[src/sfcd_defs.vh]
// Opcodes, field positions, reset values and bit and byte counts for the command decoder
`ifndef SFCD_DEFS_VH
`define SFCD_DEFS_VH

// Identification
`define SFCD_OP_READ_MAKER_IDENT   8'h9f
`define SFCD_OP_READ_DISCOVERABLE  8'h5a
`define SFCD_OP_READ_QUAD_IDENT    8'haf
`define SFCD_OP_READ_UNIQUE_IDENT  8'h4b
// Register access
`define SFCD_OP_READ_STATUS_ONE    8'h05
`define SFCD_OP_READ_STATUS_TWO    8'h07
`define SFCD_OP_READ_CONFIG_ONE    8'h35
`define SFCD_OP_READ_CONFIG_TWO    8'h15
`define SFCD_OP_READ_CONFIG_THREE  8'h33
`define SFCD_OP_WRITE_STATUS_CONFIG 8'h01
`define SFCD_OP_CLEAR_STATUS       8'h30
`define SFCD_OP_NV_WRITE_ENABLE    8'h06
`define SFCD_OP_V_WRITE_ENABLE     8'h50
`define SFCD_OP_WRITE_DISABLE      8'h04
`define SFCD_OP_ENTER_LONG_ADDR    8'hb7
`define SFCD_OP_EXIT_LONG_ADDR     8'he9
// Data learning
`define SFCD_OP_LEARN_PATTERN_READ 8'h41
`define SFCD_OP_LEARN_REG_PROGRAM  8'h43
`define SFCD_OP_LEARN_REG_V_WRITE  8'h4a

// Command classes
`define SFCD_CLS_NONE      3'h0
`define SFCD_CLS_NOADDR    3'h1
`define SFCD_CLS_ADDR_MODE 3'h2
`define SFCD_CLS_ADDR_LONG 3'h3
`define SFCD_CLS_READ_REG  3'h4
`define SFCD_CLS_WRITE_REG 3'h5

// Address-length bit positions, register reset values and status bit fields
`define SFCD_VCFG2_ADDR_LEN_BIT  0
`define SFCD_NVCFG2_ADDR_LEN_BIT 1
`define SFCD_STATUS1_RESET 8'h00
`define SFCD_STATUS2_RESET 8'h00
`define SFCD_CONFIG1_RESET 8'h00
`define SFCD_CONFIG3_RESET 8'h00
`define SFCD_STATUS2_ERR_MASK 8'h60
`define SFCD_STATUS1_WEL_BIT 1

// Bits per byte and address byte counts
`define SFCD_BITS_PER_BYTE 4'h8
`define SFCD_SHORT_ADDR_BYTES 3'h3
`define SFCD_LONG_ADDR_BYTES  3'h4

`endif

[src/sfcd_decoder.v]
// Serial flash command decoder: byte framing, opcode decode and address length selection
// How it works
// (RULE1) Host holds select low from before first clock rise to command end.
// (RULE2) Select returning high ends the command in progress.
// (RULE3) Commands ending off a byte boundary are discarded.
// (RULE4) Host drives select, clock, input; device drives output only for read data.
// (RULE5) Data lanes are driven by one side at a time, never both.
// (RULE6) Dedicated long read opcodes always take a four byte address.
// (RULE7) Long program, erase and lock opcodes always take a four byte address.
// (RULE8) Volatile address-length bit set means legacy opcodes take four address bytes.
// (RULE9) Any reset reloads address-length bit from nonvolatile config two bit one.
// (RULE10) Legacy opcodes follow the address-length mode for address width.
// (RULE11) Identification opcodes 9F, 5A, AF and 4B are decoded.
// (RULE12) Status and configuration register reads return the named register.
// (RULE13) Opcode 01 writes status and config registers; 30 clears error flags.
// (RULE14) 06 and 50 enable writes; 04 disables them.
// (RULE15) B7 enters and E9 leaves four byte address mode, no address.
// (RULE16) Data learning opcodes 41, 43 and 4A are decoded.
// (RULE17) Unknown opcodes are ignored with outputs undriven until select rises.
`timescale 1ns/1ps
`include "sfcd_defs.vh"
module sfcd_decoder #(
  parameter [7:0] NVCFG2_DEFAULT = 8'h00
) (
  input  wire       core_clk,
  input  wire       rstn,
  input  wire       clk_en,
  input  wire       soft_reset,
  input  wire       chip_sel_n,
  input  wire       serial_clk,
  input  wire       serial_in,
  output reg        serial_out,
  output reg        serial_out_oe,
  output reg  [7:0] opcode,
  output reg  [2:0] cmd_class,
  output reg  [2:0] addr_bytes,
  output reg        cmd_valid,
  output reg        cmd_done,
  output reg        cmd_discard,
  output reg  [7:0] status_one,
  output reg  [7:0] status_two,
  output reg  [7:0] config_one,
  output reg  [7:0] volatile_config_two,
  output reg  [7:0] config_three,
  output reg  [7:0] nonvolatile_config_two,
  output reg  [7:0] learning_reg,
  output reg        nv_write_enabled,
  output reg        v_write_enabled
);

  localparam ST_IDLE   = 2'h0;
  localparam ST_ADDR   = 2'h1;
  localparam ST_DATA   = 2'h2;
  localparam ST_IGNORE = 2'h3;

  // ==========================================================
  // Opcode classification
  function [2:0] classify;
    input [7:0] op;
    begin
      case (op)
        // (RULE6) long reads
        8'h13, 8'h0c, 8'h3c, 8'h6c, 8'hbc, 8'hec, 8'hee: classify = `SFCD_CLS_ADDR_LONG;
        // (RULE7) long program, erase, lock
        8'h12, 8'h34, 8'h21, 8'h53, 8'hdc, 8'he0, 8'he1, 8'he2, 8'he3: classify = `SFCD_CLS_ADDR_LONG;
        // (RULE10) legacy addressed opcodes
        8'h5a, 8'h03, 8'h0b, 8'h3b, 8'h6b, 8'heb, 8'hed, 8'h02, 8'h32, 8'h20, 8'h52,
        8'hd8, 8'h65, 8'h71, 8'h44, 8'h42, 8'h48, 8'h3d, 8'h36, 8'h39, 8'hfb: classify = `SFCD_CLS_ADDR_MODE;
        // (RULE11) (RULE12) (RULE16) register style reads
        `SFCD_OP_READ_MAKER_IDENT, `SFCD_OP_READ_QUAD_IDENT, `SFCD_OP_READ_UNIQUE_IDENT,
        `SFCD_OP_READ_STATUS_ONE, `SFCD_OP_READ_STATUS_TWO, `SFCD_OP_READ_CONFIG_ONE,
        `SFCD_OP_READ_CONFIG_TWO, `SFCD_OP_READ_CONFIG_THREE,
        `SFCD_OP_LEARN_PATTERN_READ: classify = `SFCD_CLS_READ_REG;
        // (RULE13) (RULE16) register writes
        `SFCD_OP_WRITE_STATUS_CONFIG, `SFCD_OP_LEARN_REG_PROGRAM,
        `SFCD_OP_LEARN_REG_V_WRITE: classify = `SFCD_CLS_WRITE_REG;
        // (RULE14) (RULE15) single byte commands
        `SFCD_OP_CLEAR_STATUS, `SFCD_OP_NV_WRITE_ENABLE, `SFCD_OP_V_WRITE_ENABLE,
        `SFCD_OP_WRITE_DISABLE, `SFCD_OP_ENTER_LONG_ADDR,
        `SFCD_OP_EXIT_LONG_ADDR: classify = `SFCD_CLS_NOADDR;
        default: classify = `SFCD_CLS_NONE;
      endcase
    end
  endfunction

  // ==========================================================
  // Pin synchronisers
  wire [2:0] pin_sync;
  wire [2:0] pin_rise;
  wire [2:0] pin_fall;

  sfcd_sync #(
    .WIDTH (3)
  ) u_sync (
    .core_clk   (core_clk),
    .rstn       (rstn),
    .clk_en     (clk_en),
    .async_in   ({serial_in, serial_clk, ~chip_sel_n}),
    .sync_out   (pin_sync),
    .rise_pulse (pin_rise),
    .fall_pulse (pin_fall)
  );

  // Select is inverted before syncing so reset matches the idle pin
  wire sel_active = pin_sync[0];
  wire sel_rise   = pin_fall[0];
  wire sck_rise   = pin_rise[1] & sel_active;
  wire sck_fall   = pin_fall[1] & sel_active;
  wire din        = pin_sync[2];

  // ==========================================================
  // Framing state
  reg  [1:0] state_reg;
  reg  [2:0] bit_cnt_reg;
  reg  [7:0] shift_reg;
  reg  [2:0] addr_left_reg;
  reg  [7:0] data_byte_reg;
  reg  [1:0] data_idx_reg;
  reg        byte_any_reg;
  reg  [7:0] tx_reg;
  reg        reload_reg;
  reg [31:0] wr_stage_reg;
  reg  [3:0] wr_mask_reg;

  wire [7:0] shift_next = {shift_reg[6:0], din};
  wire       byte_done  = sck_rise && (bit_cnt_reg == 3'h7);
  wire [2:0] cls_next   = classify(shift_next);
  wire       long_mode  = volatile_config_two[`SFCD_VCFG2_ADDR_LEN_BIT];

  // Register returned by a read command
  reg [7:0] read_value;
  always @* begin
    case (opcode)
      // (RULE12) register read mux
      `SFCD_OP_READ_STATUS_ONE:    read_value = status_one;
      `SFCD_OP_READ_STATUS_TWO:    read_value = status_two;
      `SFCD_OP_READ_CONFIG_ONE:    read_value = config_one;
      `SFCD_OP_READ_CONFIG_TWO:    read_value = volatile_config_two;
      `SFCD_OP_READ_CONFIG_THREE:  read_value = config_three;
      `SFCD_OP_LEARN_PATTERN_READ: read_value = learning_reg;
      default:                     read_value = 8'h00;
    endcase
  end

  // ==========================================================
  // Command sequencer
  always @(posedge core_clk or negedge rstn) begin
    if (!rstn) begin
      state_reg     <= ST_IDLE;
      bit_cnt_reg   <= 3'h0;
      shift_reg     <= 8'h00;
      addr_left_reg <= 3'h0;
      data_byte_reg <= 8'h00;
      data_idx_reg  <= 2'h0;
      byte_any_reg  <= 1'b0;
      tx_reg        <= 8'h00;
      opcode        <= 8'h00;
      cmd_class     <= `SFCD_CLS_NONE;
      addr_bytes    <= 3'h0;
      cmd_valid     <= 1'b0;
      cmd_done      <= 1'b0;
      cmd_discard   <= 1'b0;
      serial_out    <= 1'b0;
      serial_out_oe <= 1'b0;
    end else if (clk_en) begin
      cmd_valid   <= 1'b0;
      cmd_done    <= 1'b0;
      cmd_discard <= 1'b0;
      // (RULE2) select high ends command
      if (sel_rise) begin
        // (RULE3) partial byte discards
        if (bit_cnt_reg != 3'h0)
          cmd_discard <= 1'b1;
        else if (byte_any_reg && state_reg != ST_IGNORE)
          cmd_done <= 1'b1;
        state_reg     <= ST_IDLE;
        bit_cnt_reg   <= 3'h0;
        byte_any_reg  <= 1'b0;
        data_idx_reg  <= 2'h0;
        serial_out_oe <= 1'b0;
      end else begin
        if (sck_rise) begin
          shift_reg   <= shift_next;
          bit_cnt_reg <= bit_cnt_reg + 3'h1;
        end
        if (byte_done) begin
          byte_any_reg <= 1'b1;
          case (state_reg)
            ST_IDLE: begin
              opcode    <= shift_next;
              cmd_class <= cls_next;
              cmd_valid <= (cls_next != `SFCD_CLS_NONE);
              case (cls_next)
                // (RULE8) address width from mode bit
                `SFCD_CLS_ADDR_MODE: begin
                  addr_bytes    <= long_mode ? `SFCD_LONG_ADDR_BYTES : `SFCD_SHORT_ADDR_BYTES;
                  addr_left_reg <= long_mode ? `SFCD_LONG_ADDR_BYTES : `SFCD_SHORT_ADDR_BYTES;
                  state_reg     <= ST_ADDR;
                end
                // (RULE6) fixed four byte address
                `SFCD_CLS_ADDR_LONG: begin
                  addr_bytes    <= `SFCD_LONG_ADDR_BYTES;
                  addr_left_reg <= `SFCD_LONG_ADDR_BYTES;
                  state_reg     <= ST_ADDR;
                end
                `SFCD_CLS_READ_REG, `SFCD_CLS_WRITE_REG: begin
                  addr_bytes <= 3'h0;
                  state_reg  <= ST_DATA;
                end
                `SFCD_CLS_NOADDR: begin
                  addr_bytes <= 3'h0;
                  state_reg  <= ST_DATA;
                end
                // (RULE17) unknown opcode ignored
                default: begin
                  addr_bytes <= 3'h0;
                  state_reg  <= ST_IGNORE;
                end
              endcase
              tx_reg <= 8'h00;
            end
            ST_ADDR: begin
              addr_left_reg <= addr_left_reg - 3'h1;
              if (addr_left_reg == 3'h1)
                state_reg <= ST_DATA;
            end
            ST_DATA: begin
              data_byte_reg <= shift_next;
              if (data_idx_reg != 2'h3)
                data_idx_reg <= data_idx_reg + 2'h1;
            end
            default: state_reg <= ST_IGNORE;
          endcase
        end
        // Load read data at the first falling edge of each read byte
        if (state_reg == ST_DATA && cmd_class == `SFCD_CLS_READ_REG && sck_fall) begin
          // (RULE4) output driven only for read data
          serial_out_oe <= 1'b1;
          if (bit_cnt_reg == 3'h0) begin
            serial_out <= read_value[7];
            tx_reg     <= {read_value[6:0], 1'b0};
          end else begin
            serial_out <= tx_reg[7];
            tx_reg     <= {tx_reg[6:0], 1'b0};
          end
        end else if (state_reg != ST_DATA || cmd_class != `SFCD_CLS_READ_REG) begin
          // (RULE5) release lane when not returning data
          serial_out_oe <= 1'b0;
        end
      end
    end
  end

  // ==========================================================
  // Register side effects
  always @(posedge core_clk or negedge rstn) begin
    if (!rstn) begin
      status_one             <= `SFCD_STATUS1_RESET;
      status_two             <= `SFCD_STATUS2_RESET;
      config_one             <= `SFCD_CONFIG1_RESET;
      config_three           <= `SFCD_CONFIG3_RESET;
      volatile_config_two    <= 8'h00;
      nonvolatile_config_two <= 8'h00;
      learning_reg           <= 8'h00;
      nv_write_enabled       <= 1'b0;
      v_write_enabled        <= 1'b0;
      reload_reg             <= 1'b1;
      wr_stage_reg           <= 32'h00000000;
      wr_mask_reg            <= 4'h0;
    end else if (clk_en) begin
      // Staged write bytes are dropped at every frame end
      if (sel_rise)
        wr_mask_reg <= 4'h0;
      // (RULE9) default address length reload
      if (reload_reg || soft_reset) begin
        reload_reg             <= 1'b0;
        nonvolatile_config_two <= NVCFG2_DEFAULT;
        volatile_config_two[`SFCD_VCFG2_ADDR_LEN_BIT] <= NVCFG2_DEFAULT[`SFCD_NVCFG2_ADDR_LEN_BIT];
      end else if (sel_rise && bit_cnt_reg == 3'h0 && state_reg == ST_DATA) begin
        case (opcode)
          // (RULE14) write enable latches
          `SFCD_OP_NV_WRITE_ENABLE: nv_write_enabled <= 1'b1;
          `SFCD_OP_V_WRITE_ENABLE:  v_write_enabled  <= 1'b1;
          `SFCD_OP_WRITE_DISABLE: begin
            nv_write_enabled <= 1'b0;
            v_write_enabled  <= 1'b0;
          end
          // (RULE13) clear error flags
          `SFCD_OP_CLEAR_STATUS: status_two <= status_two & ~`SFCD_STATUS2_ERR_MASK;
          // (RULE15) address mode switch
          `SFCD_OP_ENTER_LONG_ADDR: volatile_config_two[`SFCD_VCFG2_ADDR_LEN_BIT] <= 1'b1;
          `SFCD_OP_EXIT_LONG_ADDR:  volatile_config_two[`SFCD_VCFG2_ADDR_LEN_BIT] <= 1'b0;
          // (RULE16) volatile learning write
          `SFCD_OP_LEARN_REG_V_WRITE: if (v_write_enabled && data_idx_reg != 2'h0) learning_reg <= data_byte_reg;
          `SFCD_OP_LEARN_REG_PROGRAM: begin
            if (nv_write_enabled && data_idx_reg != 2'h0)
              learning_reg <= data_byte_reg;
            nv_write_enabled <= 1'b0;
          end
          // (RULE3) staged write applied on whole bytes only
          `SFCD_OP_WRITE_STATUS_CONFIG: begin
            if (wr_mask_reg[0])
              status_one <= wr_stage_reg[31:24];
            if (wr_mask_reg[1])
              config_one <= wr_stage_reg[23:16];
            if (wr_mask_reg[2])
              volatile_config_two <= wr_stage_reg[15:8];
            if (wr_mask_reg[3])
              config_three <= wr_stage_reg[7:0];
          end
          default: ;
        endcase
      end else if (state_reg == ST_DATA && byte_done && opcode == `SFCD_OP_WRITE_STATUS_CONFIG &&
                   (nv_write_enabled || v_write_enabled)) begin
        // (RULE13) stage status and config bytes until select rises
        case (data_idx_reg)
          2'h0: wr_stage_reg[31:24]  <= shift_next;
          2'h1: wr_stage_reg[23:16]  <= shift_next;
          2'h2: wr_stage_reg[15:8]   <= shift_next;
          default: wr_stage_reg[7:0] <= shift_next;
        endcase
        wr_mask_reg[data_idx_reg] <= 1'b1;
      end
    end
  end

endmodule

[src/sfcd_sync.v]
// Two-stage synchroniser with edge detection for the serial link pins
`timescale 1ns/1ps
module sfcd_sync #(
  parameter WIDTH = 3
) (
  input  wire             core_clk,
  input  wire             rstn,
  input  wire             clk_en,
  input  wire [WIDTH-1:0] async_in,
  output wire [WIDTH-1:0] sync_out,
  output wire [WIDTH-1:0] rise_pulse,
  output wire [WIDTH-1:0] fall_pulse
);

  reg [WIDTH-1:0] meta_reg;
  reg [WIDTH-1:0] stable_reg;
  reg [WIDTH-1:0] last_reg;

  // ==========================================================
  // Stages
  always @(posedge core_clk or negedge rstn) begin
    if (!rstn) begin
      meta_reg   <= {WIDTH{1'b0}};
      stable_reg <= {WIDTH{1'b0}};
      last_reg   <= {WIDTH{1'b0}};
    end else if (clk_en) begin
      meta_reg   <= async_in;
      stable_reg <= meta_reg;
      last_reg   <= stable_reg;
    end
  end

  assign sync_out   = stable_reg;
  assign rise_pulse = clk_en ? (stable_reg & ~last_reg) : {WIDTH{1'b0}};
  assign fall_pulse = clk_en ? (~stable_reg & last_reg) : {WIDTH{1'b0}};

endmodule
[config.mk]
export PLATFORM = sky130hd
export DESIGN_NAME = sfcd_decoder
export DESIGN_NICKNAME = d
export VERILOG_FILES = /design/src/sfcd_decoder.v /design/src/sfcd_sync.v
export VERILOG_INCLUDE_DIRS = /design/src
export SDC_FILE = /design/constraint.sdc
export NUM_CORES = 1
export LEC_CHECK = 0
export ABC_AREA = 1
export BUFFER_PORTS_ARGS = -buffer_cell sky130_fd_sc_hd__buf_2
export CAP_MARGIN = 20
export CORE_MARGIN = 5
export CORE_UTILIZATION = 55
export DETAILED_ROUTE_END_ITERATION = 16
export PLACE_DENSITY = 0.76
export SLEW_MARGIN = 0
export SYNTH_ARGS = -nofsm -noshare
export SYNTH_HDL_FRONTEND = slang
export SYNTH_HIERARCHICAL = 1
export SYNTH_SLANG_ARGS = --single-unit
[constraint.sdc]
create_clock -name core_clk -period 2.55 [get_ports core_clk]
set_input_delay 0.51 -clock core_clk [delete_from_list [all_inputs] [get_ports core_clk]]
set_output_delay 0.51 -clock core_clk [all_outputs]
set_load 0.005 [all_outputs]
==> flow_summary.html <==
<table>
<tr><th>Metric</th><th>Value</th></tr>
<tr><th colspan="2">Placement</th></tr>
<tr><td>Port Buffer Count</td><td>67</td></tr>
<tr><td>RD Place Congestion</td><td>0.9994</td></tr>
<tr><td>DP Wirelength</td><td>13160 um</td></tr>
<tr><td>Worst slack at placement</td><td>0.3077 ns</td></tr>
<tr><th colspan="2">Routing</th></tr>
<tr><td>Via Count</td><td>about 6000</td></tr>
<tr><td>Length of the first detailed-routing pass in iterations</td><td>6</td></tr>
<tr><td>DRC violations left</td><td>0</td></tr>
<tr><td>First-iteration detailed-routing DRC count</td><td>536</td></tr>
<tr><td>Average wire length per cell after detail routing</td><td>between 15 and 20 um</td></tr>
<tr><td>Via density</td><td>5.493</td></tr>
<tr><td>Count of antenna-violating nets left after detailed routing</td><td>0</td></tr>
<tr><td>Final wirelength</td><td>18050 um</td></tr>
<tr><th colspan="2">STA</th></tr>
<tr><td>Fin. Hold Viols</td><td>0</td></tr>
<tr><td>Largest clock skew in the final design</td><td>0.007579 ns</td></tr>
<tr><td>Final setup margin</td><td>~0.34 ns</td></tr>
<tr><td>Highest clock frequency the design can meet</td><td>between 400 and 500 MHz</td></tr>
<tr><td>Clock period minus worst slack</td><td>2.207 ns</td></tr>
<tr><td>Worst slew margin</td><td>between 50% and 60%</td></tr>
<tr><td>Setup TNS after final layout</td><td>0 ns</td></tr>
<tr><td>Number of pins with negative max-slew slack in the final report</td><td>0</td></tr>
<tr><td>Transition time at the pin with the least slew margin</td><td>0.7078 ns</td></tr>
<tr><td>Share of the clock period used by the worst path</td><td>between 80% and 90%</td></tr>
<tr><td>Final setup violation count</td><td>0</td></tr>
<tr><td>Unrepaired setup endpoints after global routing</td><td>no</td></tr>
<tr><th colspan="2">Clock tree</th></tr>
<tr><td>Setup Buffers After CTS</td><td>0</td></tr>
<tr><td>Bufs on Longest Clock Path</td><td>2</td></tr>
<tr><td>Worst-Skew Late Latency</td><td>around 0.42 ns</td></tr>
<tr><td>Number of hold buffers added after CTS</td><td>0</td></tr>
<tr><td>Deepest level of the CTS H-tree</td><td>4</td></tr>
<tr><td>Clock transition time at the flip-flop clock pins of the worst setup and hold paths</td><td>0.05 ns</td></tr>
<tr><td>Num CTS Buffers</td><td>17</td></tr>
<tr><td>Clock tree root driver cell</td><td>clkbuf_16</td></tr>
<tr><td>Number of resized instances in the post-cts repair step</td><td>0</td></tr>
<tr><td>Sink count of the clock tree</td><td>roughly 140</td></tr>
<tr><td>TritonCTS clock tree</td><td>built</td></tr>
<tr><th colspan="2">Critical path</th></tr>
<tr><td>Slowest cell on the critical path</td><td>dfrtp_1</td></tr>
<tr><td>Launch point of the worst path</td><td>shift_reg[1]</td></tr>
<tr><td>Largest stage delay on the critical path</td><td>0.51 ns</td></tr>
<tr><td>Endpoint class of the critical path</td><td>register</td></tr>
<tr><td>Type of element launching the critical path</td><td>register</td></tr>
<tr><td>Data arrival at the endpoint of the critical path</td><td>2.51 ns</td></tr>
<tr><td>Most used cell, CP</td><td>nand2_1</td></tr>
<tr><td>Top fanout value on the critical path</td><td>16</td></tr>
<tr><td>Category of the critical setup timing path</td><td>reg -&gt; reg</td></tr>
<tr><td>Critical Path, Cell by Cell</td><td>inv_2 -&gt; nand2_1 -&gt; o21ai_0 -&gt; nand2_1 -&gt; nand2_1 -&gt; nand2_1 -&gt; nand3_1 -&gt; nand2_2 -&gt; nor2_4 -&gt; nor2_1 -&gt; nor2_4 -&gt; inv_2 -&gt; nand2_1 -&gt; nand2_1</td></tr>
<tr><td>Crit Reg-Reg Startpoint</td><td>shift_reg[1]</td></tr>
<tr><td>Required time reported for the critical path endpoint</td><td>roughly 2.9 ns</td></tr>
<tr><td>WP buf/inv</td><td>2</td></tr>
<tr><td>Family of cells with the greatest summed delay on the critical path</td><td>simple AND/OR/NAND/NOR gates</td></tr>
<tr><th colspan="2">Logic synthesis</th></tr>
<tr><td>Cell area after synthesis</td><td>0.007038 mm2</td></tr>
<tr><td>Mean Syn Cell Area</td><td>between 8 and 9 um2</td></tr>
<tr><td>Count of yosys warnings during synthesis</td><td>6</td></tr>
<tr><td>Syn Inst Count</td><td>810</td></tr>
<tr><th colspan="2">Outcome</th></tr>
<tr><td>Outcome</td><td>finished clean</td></tr>
<tr><th colspan="2">Layout</th></tr>
<tr><td>Commonest cells after routing, fill and taps aside</td><td>nand2_1 (222), dfrtp_1 (137), inv_1 (70), buf_2 (66), nor2_1 (60)</td></tr>
<tr><td>Most common library cell in the layout ignoring fill and taps</td><td>nand2_1</td></tr>
<tr><td>Antenna cell count</td><td>0</td></tr>
<tr><td>Layout overhead on the synthesized area</td><td>15.86%</td></tr>
<tr><td>Fraction of final layout cells sized beyond drive strength 1</td><td>18.96%</td></tr>
<tr><td>Number of nets in the layout</td><td>918</td></tr>
<tr><td>Largest register FFs</td><td>32</td></tr>
<tr><th colspan="2">Global routing</th></tr>
<tr><td>Initial antenna violation count</td><td>0</td></tr>
<tr><td>Total grt overflow</td><td>0</td></tr>
<tr><td>Largest net degree at the start of global routing</td><td>60</td></tr>
<tr><td>Wire length of the first global-routing pass</td><td>28810 um</td></tr>
<tr><td>Total GRT Usage</td><td>25.08%</td></tr>
<tr><td>Vias in the first global route</td><td>5507</td></tr>
<tr><th colspan="2">Power and ir drop</th></tr>
<tr><td>Leakage</td><td>~4.3 nW</td></tr>
<tr><td>Cell area power density</td><td>788.1 mW/mm2</td></tr>
<tr><td>Worst-case vdd ir drop</td><td>between 0.4 and 0.5 mV</td></tr>
<tr><th colspan="2">Die</th></tr>
<tr><td># rows</td><td>41</td></tr>
<tr><td>Area of the core</td><td>0.01257 mm2</td></tr>
<tr><td>Top-level port count</td><td>84</td></tr>
<tr><td>Initial Util</td><td>56.00%</td></tr>
<tr><td>Area of the die</td><td>0.01516 mm2</td></tr>
<tr><td>Die extent in x</td><td>around 120 um</td></tr>
<tr><td>Die height</td><td>123.1 um</td></tr>
<tr><th colspan="2">Flow run</th></tr>
<tr><td>Max cap viols</td><td>0</td></tr>
<tr><th colspan="2">Min path</th></tr>
<tr><td>Tightest Hold Check Type</td><td>in -&gt; async</td></tr>
</table>
## worst reg2reg max path, delay by kind of cell (launching register included)
family / cells / cell delay (ns)
AOI/OAI and AO/OA: 1 / 0.19
buffers and inverters: 2 / 0.40
DFF: 1 / 0.51
and+or+nand+nor: 11 / 0.99
## where the power goes
group,switching [mW],internal [mW],total [mW]
registers,0.198,2.32,2.51
clock network,0.890,1.48,2.37
logic,1.07,0.473,1.54
total,2.16,4.27,6.43
## area by class of cell
| class | count | area, um2 |
|---|---|---|
| well taps | 172 | 215.2 |
| inverters | 79 | 296.5 |
| clock inverters | 7 | 92.59 |
| clock buffers | 24 | 471.7 |
| flip-flops and latches | 138 | 3455 |
| repair buffers | 90 | 526.8 |
| fillers | 1072 | 4414 |
| multi-input cells | 569 | 3097 |
## per-layer routing
| metal | vias to the layer above | global-route usage, % | share of wire, % |
|---|---|---|---|
| li1 | 2794 | - | - |
| met1 | 2823 | 33.40 | 42 |
| met2 | 263 | 39.62 | 47 |
| met3 | 47 | 5.855 | 7.8 |
| met4 | 0 | 10.38 | 3.1 |
| met5 | - | 0 | 0 |
## worst paths after layout
check                                      to  slack, ns  cells past startpoint
max                          addr_left_reg[2]       0.34                     14
min                             status_one[3]       0.06                      1
max reg2reg                  addr_left_reg[2]       0.34                     14
min reg2reg                u_sync/meta_reg[2]       0.47                      2
max in group asynchronous  u_sync/meta_reg[1]       1.84                      2
min in group core_clk      u_sync/meta_reg[1]       0.29                      3
## through the flow
step / cells / instance area (um2) / hold slack, ns / util [%] / total power, mW
after floorplan: 825 / 7094 / 0.2144 / - / 3.488
after detailed placement: 1048 / 7590 / 0.4583 / 60.39 / 4.048
after global placement: 1048 / 7590 / 0.4517 / 60.39 / 4.041
final: 1079 / 8154 / 0.05504 / 64.88 / 6.426
after global routing: 1079 / 8154 / 0.07787 / 64.88 / 6.734
after CTS: 1079 / 8154 / 0.06424 / 64.88 / 6.421
Power figures use the tool's default switching activity.
